--- src/rtl/vic_pkg.sv ---
// ==============================================================
// Shared constants and types for the vectored interrupt controller
package vic_pkg;

	// ==========================================================
	// Source count and index width
	localparam int NUM_SRC    = 19;  // Maskable sources, order 0..18
	localparam int IDX_W      = 5;   // Width of an order number
	localparam int XEN_W      = 12;  // Enables for orders 7..18
	localparam int NUM_HW_CLR = 4;   // Orders 0..3 cleared on vectoring

	// ==========================================================
	// Register byte addresses on APB
	localparam logic [7:0] ADDR_IE   = 8'hA8;  // interrupt_enable
	localparam logic [7:0] ADDR_XEN  = 8'hAC;  // Extended enables
	localparam logic [7:0] ADDR_PRIO = 8'hB8;  // Priority levels
	localparam logic [7:0] ADDR_STAT = 8'hC0;  // Status, read only

	// ==========================================================
	// Reset values
	localparam logic [7:0]  IE_RESET   = 8'h00;
	localparam logic [11:0] XEN_RESET  = 12'h000;
	localparam logic [18:0] PRIO_RESET = 19'h0_0000;

	// ==========================================================
	// Field positions
	localparam int GE_BIT       = 7;   // global_irq_enable
	localparam int IE_SRC_MSB   = 6;   // Bits 6..0 mask orders 6..0
	localparam int STAT_ACT_LO  = 24;  // Low level in service
	localparam int STAT_ACT_HI  = 25;  // High level in service
	localparam int STAT_REQ     = 26;  // Request to core standing
	localparam int STAT_IDX_LSB = 27;  // Held order number, 5 bits

	// ==========================================================
	// Vector addresses
	localparam logic [15:0] RESET_VEC = 16'h0000;
	localparam logic [15:0] VEC_BASE  = 16'h0003;
	localparam logic [15:0] VEC_STEP  = 16'h0008;

	// ==========================================================
	// Request state, Gray along idle-request and idle-holdoff
	typedef enum logic [1:0] {
		ST_IDLE = 2'b00,
		ST_REQ  = 2'b01,
		ST_HOLD = 2'b10
	} vic_state_type;

	// Request to the CPU core
	typedef struct packed {
		logic        req;
		logic [15:0] vector;
	} vic_cpu_type;

	// Pending flags held by the peripherals
	typedef struct packed {
		logic spi1_flag;
		logic rtc_osc_fail_flag;
		logic port_match_flag;
		logic supply_early_warn_flag;
		logic timer3_flag;
		logic cmp1_flag;
		logic cmp0_flag;
		logic pca_flag;
		logic adc_done_flag;
		logic adc_window_flag;
		logic rtc_alarm_flag;
		logic smbus_flag;
		logic spi0_flag;
		logic timer2_high_ovf_flag;
		logic timer2_low_ovf_flag;
		logic uart_tx_done_flag;
		logic uart_rx_done_flag;
		logic timer1_ovf_flag;
		logic ext1_flag;
		logic timer0_ovf_flag;
		logic ext0_flag;
	} vic_src_type;

endpackage

--- src/rtl/vic_ctrl.sv ---
// Design decision made here: register access over APB.
`timescale 1ns/1ps

module vic_ctrl (
	input  wire logic                  pclk,
	input  wire logic                  presetn,
	input  wire logic                  psel,
	input  wire logic                  penable,
	input  wire logic                  pwrite,
	input  wire logic [7:0]            paddr,
	input  wire logic [31:0]           pwdata,
	output logic      [31:0]           prdata,
	output logic                       pready,
	output logic                       pslverr,
	input  vic_pkg::vic_src_type       src,
	output vic_pkg::vic_cpu_type       irq,
	input  wire logic                  irq_ack,
	input  wire logic                  reti_done,
	input  wire logic                  instr_done,
	output logic [vic_pkg::NUM_HW_CLR-1:0] hw_clear
);

	// ==========================================================
	// Storage
	logic [7:0]                      ie_reg;       // interrupt_enable
	logic [vic_pkg::XEN_W-1:0]       xen_reg;      // Extended enables
	logic [vic_pkg::NUM_SRC-1:0]     prio_reg;     // 1 = high level
	logic                            act_lo_reg;   // Low ISR running
	logic                            act_hi_reg;   // High ISR running
	logic                            cur_lvl_reg;  // Level of held req
	logic [vic_pkg::IDX_W-1:0]       cur_idx_reg;  // Order of held req
	vic_pkg::vic_state_type          state_reg;    // Request state
	vic_pkg::vic_state_type          state_next;
	vic_pkg::vic_cpu_type            irq_reg;      // Core request
	logic [vic_pkg::NUM_HW_CLR-1:0]  hw_clear_reg; // Clear pulses
	logic [31:0]                     prdata_reg;   // Read data
	logic                            pready_reg;   // Access answer
	logic                            pslverr_reg;  // Unmapped answer

	// ==========================================================
	// Source gathering
	logic [vic_pkg::NUM_SRC-1:0] pend;    // Pending by order
	logic [vic_pkg::NUM_SRC-1:0] en_vec;  // Per-source masks
	logic [vic_pkg::NUM_SRC-1:0] elig;    // Pending and enabled
	logic [vic_pkg::NUM_SRC-1:0] hi_req;  // Eligible, high level
	logic [vic_pkg::NUM_SRC-1:0] lo_req;  // Eligible, low level

	// Multi-flag sources OR their flags into one request
	// Oscillator-fail comes in from the indirect register space
	assign pend = {src.spi1_flag,
		src.rtc_osc_fail_flag,
		src.port_match_flag,
		src.supply_early_warn_flag,
		src.timer3_flag, src.cmp1_flag, src.cmp0_flag,
		src.pca_flag, src.adc_done_flag, src.adc_window_flag,
		src.rtc_alarm_flag, src.smbus_flag, src.spi0_flag,
		src.timer2_low_ovf_flag | src.timer2_high_ovf_flag,
		src.uart_rx_done_flag | src.uart_tx_done_flag,
		src.timer1_ovf_flag,
		src.ext1_flag,
		src.timer0_ovf_flag,
		src.ext0_flag};

	// Bits 6..0 mask orders 6..0, extended bits the rest
	assign en_vec = {xen_reg, ie_reg[vic_pkg::IE_SRC_MSB:0]};

	// Per-source gating by mask, global enable and level
	genvar gi;
	generate
		for (gi = 0; gi < vic_pkg::NUM_SRC; gi++) begin : g_src
			// Global bit overrides every mask
			assign elig[gi] = pend[gi] & en_vec[gi]
				& ie_reg[vic_pkg::GE_BIT];
			assign hi_req[gi] = elig[gi] & prio_reg[gi];
			assign lo_req[gi] = elig[gi] & ~prio_reg[gi];
		end
	endgenerate

	// ==========================================================
	// Arbitration
	// Lowest set bit gives the winning order number
	function automatic logic [vic_pkg::IDX_W-1:0] first_set(
		input logic [vic_pkg::NUM_SRC-1:0] v);
		first_set = '0;
		for (int i = vic_pkg::NUM_SRC - 1; i >= 0; i--) begin
			if (v[i]) begin
				first_set = vic_pkg::IDX_W'(i);
			end
		end
	endfunction

	logic                      any_hi;   // Some high request
	logic                      any_lo;   // Some low request
	logic                      win_lvl;  // Winner level
	logic [vic_pkg::IDX_W-1:0] win_idx;  // Winner order
	logic                      win_ok;   // Winner may preempt
	logic [15:0]               win_vec;  // Winner vector
	logic                      still;    // Held source still valid
	logic                      ack_take; // Core takes the request

	assign any_hi  = |hi_req;
	assign any_lo  = |lo_req;
	// High level first, order only within a level
	assign win_lvl = any_hi;
	assign win_idx = any_hi ? first_set(hi_req)
		: first_set(lo_req);
	// Nothing preempts high; only high preempts low
	assign win_ok  = act_hi_reg ? 1'b0
		: act_lo_reg ? any_hi : (any_hi | any_lo);
	assign win_vec = 16'(vic_pkg::VEC_BASE
		+ 16'(win_idx) * vic_pkg::VEC_STEP);
	assign still    = elig[cur_idx_reg];
	assign ack_take = irq_ack & (state_reg == vic_pkg::ST_REQ);

	// ==========================================================
	// Request sequencing
	// Decision taken fresh every cycle
	always_comb begin
		state_next = state_reg;
		case (state_reg)
			vic_pkg::ST_IDLE: begin
				if (reti_done) begin
					state_next = vic_pkg::ST_HOLD;
				end else if (win_ok) begin
					state_next = vic_pkg::ST_REQ;
				end
			end
			vic_pkg::ST_REQ: begin
				// Held until taken, dropped if source went away
				if (ack_take || !still) begin
					state_next = vic_pkg::ST_IDLE;
				end
			end
			vic_pkg::ST_HOLD: begin
				// One instruction runs before a new request
				if (instr_done) begin
					state_next = vic_pkg::ST_IDLE;
				end
			end
			default: begin
				state_next = vic_pkg::ST_IDLE;
			end
		endcase
	end

	// State and held request
	always_ff @(posedge pclk or negedge presetn) begin
		if (!presetn) begin
			state_reg   <= vic_pkg::ST_IDLE;
			cur_idx_reg <= '0;
			cur_lvl_reg <= 1'b0;
			irq_reg     <= '{req: 1'b0, vector: vic_pkg::RESET_VEC};
		end else begin
			state_reg   <= state_next;
			irq_reg.req <= (state_next == vic_pkg::ST_REQ);
			// Vector latched on entry only, stable while held
			if (state_reg != vic_pkg::ST_REQ
				&& state_next == vic_pkg::ST_REQ) begin
				cur_idx_reg    <= win_idx;
				cur_lvl_reg    <= win_lvl;
				irq_reg.vector <= win_vec;
			end
		end
	end

	// In-service levels, pushed on acknowledge, popped on return
	always_ff @(posedge pclk or negedge presetn) begin
		if (!presetn) begin
			act_lo_reg <= 1'b0;
			act_hi_reg <= 1'b0;
		end else if (ack_take) begin
			act_hi_reg <= act_hi_reg | cur_lvl_reg;
			act_lo_reg <= act_lo_reg | ~cur_lvl_reg;
		end else if (reti_done) begin
			// Low routine resumes once high one returns
			if (act_hi_reg) begin
				act_hi_reg <= 1'b0;
			end else begin
				act_lo_reg <= 1'b0;
			end
		end
	end

	// Hardware clear pulse for external and timer 0/1 flags
	always_ff @(posedge pclk or negedge presetn) begin
		if (!presetn) begin
			hw_clear_reg <= '0;
		end else if (ack_take
			&& cur_idx_reg < vic_pkg::IDX_W'(vic_pkg::NUM_HW_CLR)) begin
			hw_clear_reg <= vic_pkg::NUM_HW_CLR'(
				4'h1 << cur_idx_reg[1:0]);
		end else begin
			hw_clear_reg <= '0;
		end
	end

	// ==========================================================
	// APB slave
	logic        setup;     // Setup phase
	logic        wr_take;   // Write completes this edge
	logic        hit_ie;    // Address decodes
	logic        hit_xen;
	logic        hit_prio;
	logic        hit_stat;
	logic        mapped;    // Any register hit
	logic [31:0] stat_word; // Status view
	logic [31:0] rd_mux;    // Read selection

	assign setup    = psel & ~penable;
	assign wr_take  = psel & penable & pready_reg & pwrite;
	assign hit_ie   = (paddr == vic_pkg::ADDR_IE);
	assign hit_xen  = (paddr == vic_pkg::ADDR_XEN);
	assign hit_prio = (paddr == vic_pkg::ADDR_PRIO);
	assign hit_stat = (paddr == vic_pkg::ADDR_STAT);
	assign mapped   = hit_ie | hit_xen | hit_prio | hit_stat;

	// Held order, request, levels and raw pending flags
	assign stat_word = {cur_idx_reg, irq_reg.req, act_hi_reg,
		act_lo_reg, 5'h00, pend};
	assign rd_mux = hit_ie ? {24'h00_0000, ie_reg}
		: hit_xen  ? {20'h0_0000, xen_reg}
		: hit_prio ? {13'h0000, prio_reg}
		: hit_stat ? stat_word : 32'h0000_0000;

	// Answer one cycle after setup, zero wait in access
	always_ff @(posedge pclk or negedge presetn) begin
		if (!presetn) begin
			pready_reg  <= 1'b0;
			pslverr_reg <= 1'b0;
			prdata_reg  <= 32'h0000_0000;
		end else begin
			pready_reg  <= setup;
			pslverr_reg <= setup & ~mapped;
			if (setup) begin
				prdata_reg <= rd_mux;
			end
		end
	end

	// Writable registers, all interrupts off after reset
	always_ff @(posedge pclk or negedge presetn) begin
		if (!presetn) begin
			ie_reg   <= vic_pkg::IE_RESET;
			xen_reg  <= vic_pkg::XEN_RESET;
			prio_reg <= vic_pkg::PRIO_RESET;
		end else if (wr_take) begin
			if (hit_ie) begin
				ie_reg <= pwdata[7:0];
			end
			if (hit_xen) begin
				xen_reg <= pwdata[vic_pkg::XEN_W-1:0];
			end
			if (hit_prio) begin
				prio_reg <= pwdata[vic_pkg::NUM_SRC-1:0];
			end
		end
	end

	// ==========================================================
	// Outputs straight from flops
	assign irq      = irq_reg;
	assign hw_clear = hw_clear_reg;
	assign prdata   = prdata_reg;
	assign pready   = pready_reg;
	assign pslverr  = pslverr_reg;
endmodule // vic_ctrl

--- config.mk ---
export PLATFORM = sky130hd
export DESIGN_NAME = vic_ctrl
export DESIGN_NICKNAME = d
export VERILOG_FILES = /design/src/rtl/vic_pkg.sv /design/src/rtl/vic_ctrl.sv
export SDC_FILE = /design/constraint.sdc
export NUM_CORES = 1
export LEC_CHECK = 0
export ABC_AREA = 1
export BUFFER_PORTS_ARGS = -buffer_cell sky130_fd_sc_hd__buf_2
export CAP_MARGIN = 10
export CELL_PAD_IN_SITES_DETAIL_PLACEMENT = 0
export CELL_PAD_IN_SITES_GLOBAL_PLACEMENT = 1
export CORE_MARGIN = 10
export CORE_UTILIZATION = 38
export CTS_CLUSTER_SIZE = 28
export DETAILED_ROUTE_END_ITERATION = 16
export GPL_ROUTABILITY_DRIVEN = 0
export PLACE_DENSITY = 0.81
export SKIP_CTS_REPAIR_TIMING = 1
export SLEW_MARGIN = 15
export SYNTH_ARGS = -nofsm -noshare
export SYNTH_HDL_FRONTEND = slang
export SYNTH_SLANG_ARGS = --single-unit
--- constraint.sdc ---
create_clock -name pclk -period 2.2 [get_ports pclk]
set_input_delay 0.11 -clock pclk [delete_from_list [all_inputs] [get_ports pclk]]
set_output_delay 0.11 -clock pclk [all_outputs]
set_load 0.01 [all_outputs]
# Word-level counts from Yosys, hierarchy flattened
# Cells that the tools add are included.
# totals
register_bits,104
output_inout_bits,55
# classes
add_sub_neg,1
magnitude_cmp,2
n_eq_ne,9
shift,1
mux,58
n_bitwise,112
reduce_logical,12
# op_table
cell,n
$mux 5,39
$mux 32,4
$and 1x1->1,82
$reduce_or 19->1,2
$eq 8x8->1 const B,4
$not 1->1,22
$add 2x8->9 const A,1
$mux 1,8
$mux 2,4
$or 1x1->1,8
$reduce_and 2->1,4
$lt 5x6->1 const B,1
$pmux 2 s3,1
$bmux 1 s5,1
$lt 5x3->1 const B,1
$eq 2x1->1 const B,2
$mux 4,1
$ne 2x1->1 const B,2
$shl 1x2->4 const A,1
$eq 2x2->1 const B,1
$logic_and 1x1->1,2
$logic_not 2->1,1
$reduce_bool 2->1,1
$logic_not 1->1,1
$logic_or 1x1->1,1

# Longest topological paths before layout
# Gate-level depths: netlist of run 1.
# logic_depth
depth_word,24
depth_mapped,23
depth_no_buf,22

# Worst setup path before layout of run 1
# OpenSTA, ideal clock, no wires.
# synth_timing
path_type,register to register
from,register ie_reg[7]
to,register cur_idx_reg[1] (netlist name)
setup_time_ns,0.128
t_arrival_ns,1.709
path_slack_ns,0.363
stages_incl_launch_ff,15
n_path_buf,3
synth_period_minus_slack_ns,1.837
cell_sequence,dfrtp_1 > buf_6 > buf_6 > nand3_2 > nor2_1 > nor2_2 > nand3_2 > nor2_2 > nand2_2 > nor2_4 > o21ai_1 > and3_4 > buf_6 > nand3_2 > o211ai_2
# synth_between
elab_chain_len,22
word_cells_on_any_way,111
cone_classes,eq/ne (1); mux (47); bitwise (58); reduce/logical (5)
# synth_lines
item,line,rtl
from (decl),vic_ctrl.sv:25,logic [7:0] ie_reg;
from (signal assigned),vic_ctrl.sv:243,ie_reg <= vic_pkg::IE_RESET;
from (signal assigned),vic_ctrl.sv:248,ie_reg <= pwdata[7:0];
$and 1x1->1,vic_ctrl.sv:73,& ie_reg[vic_pkg::GE_BIT];
"$and 1x1->1, on equally long branches","vic_ctrl.sv:75, vic_ctrl.sv:74",
$mux 5 (19 in series),vic_ctrl.sv:86,if (v[i]) begin
$mux 5,vic_ctrl.sv:105,assign win_idx = any_hi ? first_set(hi_req)
to (signal assigned),vic_ctrl.sv:159,cur_idx_reg <= win_idx;
to (decl),vic_ctrl.sv:31,logic [vic_pkg::IDX_W-1:0] cur_idx_reg;
# Parallel ways exist; a longest one is shown, timed or not. The select of a mux whose other input is x is not followed.
# A chain may end at the register's enable or synchronous reset.

# Final worst setup path of run 1
# layout_timing
from,register ie_reg[7]
to,register irq_reg (netlist bit irq[1])
# layout_between
elab_chain_len,11
word_cells_on_any_way,72
cone_classes,eq/ne (1); mux (8); bitwise (58); reduce/logical (5)
# layout_lines
item,line,rtl
$and 1x1->1,vic_ctrl.sv:73,
"$and 1x1->1, on equally long branches","vic_ctrl.sv:74, vic_ctrl.sv:75",
"$reduce_or 19->1, on equally long branches","vic_ctrl.sv:101, vic_ctrl.sv:102",
$or 1x1->1,vic_ctrl.sv:109,: act_lo_reg ? any_hi : (any_hi | any_lo);
$mux 1,vic_ctrl.sv:109,
$mux 1,vic_ctrl.sv:108,assign win_ok = act_hi_reg ? 1'b0
$mux 2,vic_ctrl.sv:124,end else if (win_ok) begin
$mux 2,vic_ctrl.sv:122,if (reti_done) begin
$pmux 2 s3 (*),vic_ctrl.sv:120,case (state_reg)
$eq 2x1->1 (*),vic_ctrl.sv:158,&& state_next == vic_pkg::ST_REQ) begin
$logic_and 1x1->1 (*),vic_ctrl.sv:158,
to (signal assigned),vic_ctrl.sv:152,"irq_reg <= '{req: 1'b0, vector: vic_pkg::RESET_VEC};"
to (decl),vic_ctrl.sv:34,vic_pkg::vic_cpu_type irq_reg;
# Mark *: on every way between the ends. The rest lies on a longest branch, timed or not. The select of a mux whose other input is x is not followed.

==> impl_metrics.csv, run 1 <==
group,metric,value,unit
routing,num_vias,4448,
worst_setup_path,crit_path_start_kind,"register",
timing,final_max_slew_viol_count,0,
finish,antenna-diode-count,0,
synthesis,async_reset_ff_frac,1.00,
hold_path,hold_path_class,"primary input to register",
global_routing,grt_pass1_vias,4450,
worst_setup_path,reg2reg_from,"ie_reg[7]$_DFFE_PN0P_",
global_routing,grt-ovfl-total,0,
synthesis,syn_inst,622,
worst_setup_path,crit_path_start,"ie_reg[7]$_DFFE_PN0P_",
worst_setup_path,r2r-end,"irq[1]$_DFFE_PN0P_",
routing,drcViolationCount,0,
cts,cts.sinks,84,
place,dpl-instance-area,0.00530,mm2
routing,routed_wl,14.4,mm
power,finalPower,3.36,mW
global_routing,antenna_found_initial,0,
timing,layout_setup_ws,21.9,ps
timing,hold-worst-slack,18.6,ps
cts,clock_path_buffers,2,
synthesis,ys_types,43,
synthesis,yosysSeqAreaShare,0.452,
timing,max_clock_freq,0.459,GHz
die,die_y,131,um
die,die_area,0.0171,mm2
cts,clock_latency,340,ps
synthesis,ys_ff_latch,84,
place,post-dp-hpwl,11.2,mm
worst_setup_path,cp_data_arrival_time,2410,ps
die,die_w,131,um
global_routing,track_usage,0.169,
cts,htree_num_levels,3,
worst_setup_path,criticalPathCategory,"register to register",
global_routing,grt_max_degree,47,
worst_setup_path,critPathCapture,"irq[1]$_DFFE_PN0P_",
place,io_buffers,96,
die,row_count,40,
cts,tritoncts.num_buffers,9,
power,power_leakage,2.97,nW
synthesis,synth_area_per_cell,7.48,um2
timing,tightest_slew,715,ps
timing,fin_crit_sh,0.990,
die,initial_core_util,0.387,
finish,syn_to_final_growth,25.3,%
worst_setup_path,cp-end-kind,"register",
finish,final_area,0.00583,mm2
timing,clock_skew,7.06,ps
finish,drive_gt1_frac,0.248,
global_routing,grt_pass1_wl,22.6,mm
synthesis,synth-edff-count,0,
outcome,status,"complete, no violations",
finish,layout.nets,804,
cts,cts_root_buffer,"clkbuf_16",
timing,layout_min_cycle_time,2180,ps
timing,relSlewSlack,0.522,
worst_setup_path,reg2regPathDepth,11,
place,dp_slack,102,ps
routing,wl_per_cell,16.2,um
worst_setup_path,rrSetupSlack,20,ps
routing,detail-route-antenna-nets,0,
synthesis,synth_area,0.00465,mm2
synthesis,ys_warn_count,0,
cts,path_clk_slew,60,ps
power,p_per_area,576,mW/mm2
routing,vias_per_cell,5.03,
routing,drtIter0Drc,366,
timing,setup_viol,0,
finish,fillCellCount,1234,
timing,hold_violations,0,
die,pin_count,124,
die,core-area,0.0120,mm2
finish,largest_register_ffs,27,
power,worst_ir_drop_vdd,0.309,mV
worst_setup_path,cp_max_fo,7,
cts,cts_tree,"done",
worst_setup_path,cp.required,2430,ps
synthesis,synth_flop_cell,"dfrtp_1",
timing,rsz0062_at_grt,"true",
flow_run,cap_violations,0,
routing,drtPass1Iterations,4,
==> stage by stage <==
stage / utilization / setup TNS [ps] / cells
floorplan: - / 0 / 635
finish: 0.485 / 0 / 885
detailed placement: 0.441 / 0 / 856
global placement: 0.441 / 0 / 856
global route: 0.485 / -195 / 885
CTS: 0.467 / 0 / 870
==> Yosys cell counts (3+ instances only) <==
cell / count / area (um2)
buf_6: 3 / 33.8
nand3_1: 18 / 90.1
o21ai_0: 56 / 280
nor2_2: 7 / 43.8
o211ai_1: 5 / 37.5
o21ai_1: 6 / 30.0
nor3_1: 5 / 25.0
o22ai_1: 3 / 18.8
buf_4: 15 / 113
a31oi_1: 5 / 31.3
nand2_1: 167 / 627
clkbuf_1: 15 / 56.3
nand3_2: 5 / 50.1
nor2_1: 70 / 263
nand4_1: 14 / 87.6
inv_1: 73 / 274
inv_2: 8 / 30.0
a221oi_1: 11 / 96.3
a21oi_1: 21 / 105
o31ai_1: 6 / 45.0
dfrtp_1: 84 / 2100
==> cells in the final DEF (no fill, tap or decap), drive strengths merged, types with 13 or more instances in the layout <==
| cell type | instances |
|---|---|
| a21oi | 21 |
| buf | 121 |
| clkbuf | 13 |
| conb | 14 |
| dfrtp | 84 |
| inv | 82 |
| nand2 | 168 |
| nand3 | 23 |
| nand4 | 14 |
| nor2 | 78 |
| o21ai | 63 |
==> power breakdown <==
part | internal (mW) | switching (mW) | total [mW] | leakage [nW]
sequential | 1.56 | 0.0102 | 1.57 | 1.10
combinational | 0.0698 | 0.124 | 0.194 | 1.72
clock | 1.01 | 0.577 | 1.59 | 0.149
==> cells by family after synthesis <==
kind of cell,synth area share
AOI/OAI and AO/OA,0.157
buffers and inverters,0.114
DFF,0.452
other,0.000806
and+or+nand+nor,0.276
==> routing by layer <==
layer,vias to the layer above,wire (um),global-route usage,share of wire
li1,2228,-,-,-
met1,2076,6390,0.219,0.45
met2,127,6630,0.269,0.46
met3,17,1100,0.0415,0.077
met4,0,237,0.0634,0.017
met5,-,0,0,0
==> worst min path at each step <==
stage                           from                  endpoint  depth (start not counted)
after floorplan              presetn    act_hi_reg$_DFFE_PN0P_                          0
after global placement       presetn    prdata[26]$_DFFE_PN0P_                          1
after detailed placement     presetn    prdata[26]$_DFFE_PN0P_                          1
after CTS                    presetn    prdata[26]$_DFFE_PN0P_                          1
after global routing      pwdata[13]  prio_reg[13]$_DFFE_PN0P_                          3
final                     pwdata[13]  prio_reg[13]$_DFFE_PN0P_                          3
==> final cells by class <==
cell class	instances	area, um2	share of cell area
inverters	83	319	0.0547
flip-flops and latches	84	2100	0.361
repair buffers	124	776	0.133
well taps	147	184	0.0316
clock buffers	12	246	0.0423
multi-input cells	433	2140	0.367
clock inverters	2	60.1	0.0103
==> worst max-delay path, cell delays in order, from the launching register on <==
cell,delay (ps)
dfrtp_2,470
buf_12,170
buf_4,140
nand3_1,70
inv_2,50
a21oi_1,190
o21ai_1,130
nor3_2,240
o21ai_2,70
and3_4,190
buf_4,150
or2_1,200
(Power assumes the default switching activity.)
==> run 2: changes to the inputs <==
Settings changed: SETUP_SLACK_MARGIN set to 0.5.
==> run 2 against run 1 <==
  * Hold slack worse by 7.2 ps
  * Via count is 1.4% higher
  * Sequential power is essentially flat
  * Largest cell class unchanged
  * Cell area shrank 1.4%
  * Clock power fell by 13%
  * Critical path type unchanged
  * Worst setup slack improved by 190 ps
  * Combinational power about the same
  * Utilization shrank 0.66 points
  * Register-to-register slack improved by 190 ps
  * Clock-buffer cell count is 1 lower
  * Non-clock buffer count fell by 5
==> impl_metrics.csv, run 2 (synthesis results as in run 1) <==
group,metric,value,unit
global_routing,grt_pass1_vias,4518,
die,row_count,40,
place,io_buffers,96,
timing,relSlewSlack,0.546,
worst_setup_path,crit_path_start_kind,"register",
timing,layout_min_cycle_time,1990,ps
cts,cts.sinks,84,
routing,num_vias,4509,
global_routing,grt_pass1_wl,23.1,mm
finish,antenna-diode-count,0,
routing,detail-route-antenna-nets,0,
worst_setup_path,cp-end-kind,"register",
timing,setup_viol,0,
routing,vias_per_cell,5.11,
power,power_leakage,2.93,nW
finish,final_common_cell,"nand2_1",
routing,drtIter0Drc,306,
power,worst_ir_drop_vdd,0.326,mV
global_routing,grt_max_degree,48,
cts,path_clk_slew,60,ps
routing,met2_length,6.81,mm
die,pin_count,124,
routing,drtPass1Iterations,5,
routing,highest_layer,"met4",
hold_path,hold_path_class,"primary input to register",
finish,layout.nets,800,
power,p_per_area,546,mW/mm2
finish,final_cell_mix,"161 x nand2_1, 95 x buf_2, 83 x dfrtp_1",
outcome,status,"complete, no violations",
routing,wl_per_cell,16.5,um
global_routing,track_usage,0.172,
routing,drcViolationCount,0,
die,initial_core_util,0.387,
place,post-dp-hpwl,11.3,mm
finish,largest_register_ffs,27,
timing,hold_violations,0,
global_routing,antenna_found_initial,0,
cts,clock_latency,350,ps
routing,routed_wl,14.5,mm
timing,final_max_slew_viol_count,0,
timing,clock_skew,7.62,ps
worst_setup_path,rrSetupSlack,210,ps
worst_setup_path,critPathCapture,"irq[1]$_DFFE_PN0P_",
finish,fillCellCount,1239,
timing,fin_crit_sh,0.903,
die,core-area,0.0120,mm2
cts,htree_num_levels,3,
timing,max_clock_freq,0.503,GHz
timing,hold-worst-slack,11.3,ps
timing,rsz0062_at_grt,"true",
die,die_w,131,um
die,die_y,131,um
finish,syn_to_final_growth,23.6,%
cts,cts_root_buffer,"clkbuf_16",
worst_setup_path,cp_data_arrival_time,2220,ps
routing,wl_met3,864,um
worst_setup_path,criticalPathCategory,"register to register",
cts,clock_path_buffers,2,
worst_setup_path,crit_path_start,"ie_reg[7]$_DFFE_PN0P_",
timing,tns,0,ps
power,finalPower,3.14,mW
timing,tightest_slew,679,ps
worst_setup_path,r2r-end,"irq[1]$_DFFE_PN0P_",
cts,tritoncts.num_buffers,9,
flow_run,cap_violations,0,
routing,met1Wirelength,6.56,mm
cts,cts_tree,"done",
finish,drive_gt1_frac,0.259,
global_routing,grt-ovfl-total,0,
die,die_area,0.0171,mm2
worst_setup_path,cp_max_fo,11,
worst_setup_path,cp.required,2430,ps
worst_setup_path,reg2reg_from,"ie_reg[7]$_DFFE_PN0P_",
worst_setup_path,reg2regPathDepth,12,
[run 2: worst min-delay path by stage]
| stage | end | startpoint | cells after the start |
|---|---|---|---|
| 2_1_floorplan | act_hi_reg$_DFFE_PN0P_ | presetn | 0 |
| 3_3_place_gp | irq[16]$_DFF_PN0_ | presetn | 1 |
| 3_5_place_dp | prdata[26]$_DFFE_PN0P_ | presetn | 1 |
| 5_1_grt | prio_reg[13]$_DFFE_PN0P_ | pwdata[13] | 3 |
| 4_1_cts | prdata[26]$_DFFE_PN0P_ | presetn | 1 |
| 6_report | prio_reg[17]$_DFFE_PN0P_ | pwdata[17] | 3 |
[run 2: routing by layer]
layer,track usage,vias to the layer above
met1,0.218,2144
met3,0.0330,22
met2,0.285,123
met5,0,-
met4,0.0661,0
li1,-,2220
[run 2: metrics by stage]
stage	util	instance area, um2	std cells	setup WS [ps]
6_report	0.479	5750	882	213
2_1_floorplan	-	4730	635	371
3_5_place_dp	0.443	5320	860	114
3_3_place_gp	0.443	5320	860	149
5_1_grt	0.479	5750	882	5.21
4_1_cts	0.464	5580	875	88.4
[run 2: where the power goes]
part	switching, mW	total (mW)	leakage, nW	internal [mW]
logic	0.126	0.192	1.70	0.0660
registers	0.0102	1.57	1.10	1.56
clock network	0.619	1.38	0.129	0.759
[run 2: worst max-delay path: stages (launching register included)]
cell	delay [ps]
dfrtp_2	440
buf_8	160
buf_4	130
nand3_2	80
nor2_2	50
nor2_2	150
nand2_2	100
nor2_4	110
nand2_2	80
nor2_4	80
o21ai_1	90
and3_4	190
or2_1	210
[run 2: cell type report]
type	count	area (um2)	area share
inverters	83	317	0.0551
flip-flops and latches	84	2100	0.366
repair buffers	119	688	0.120
well taps	147	184	0.0320
multi-input cells	434	2200	0.382
clock inverters	4	27.5	0.00479
clock buffers	11	233	0.0405
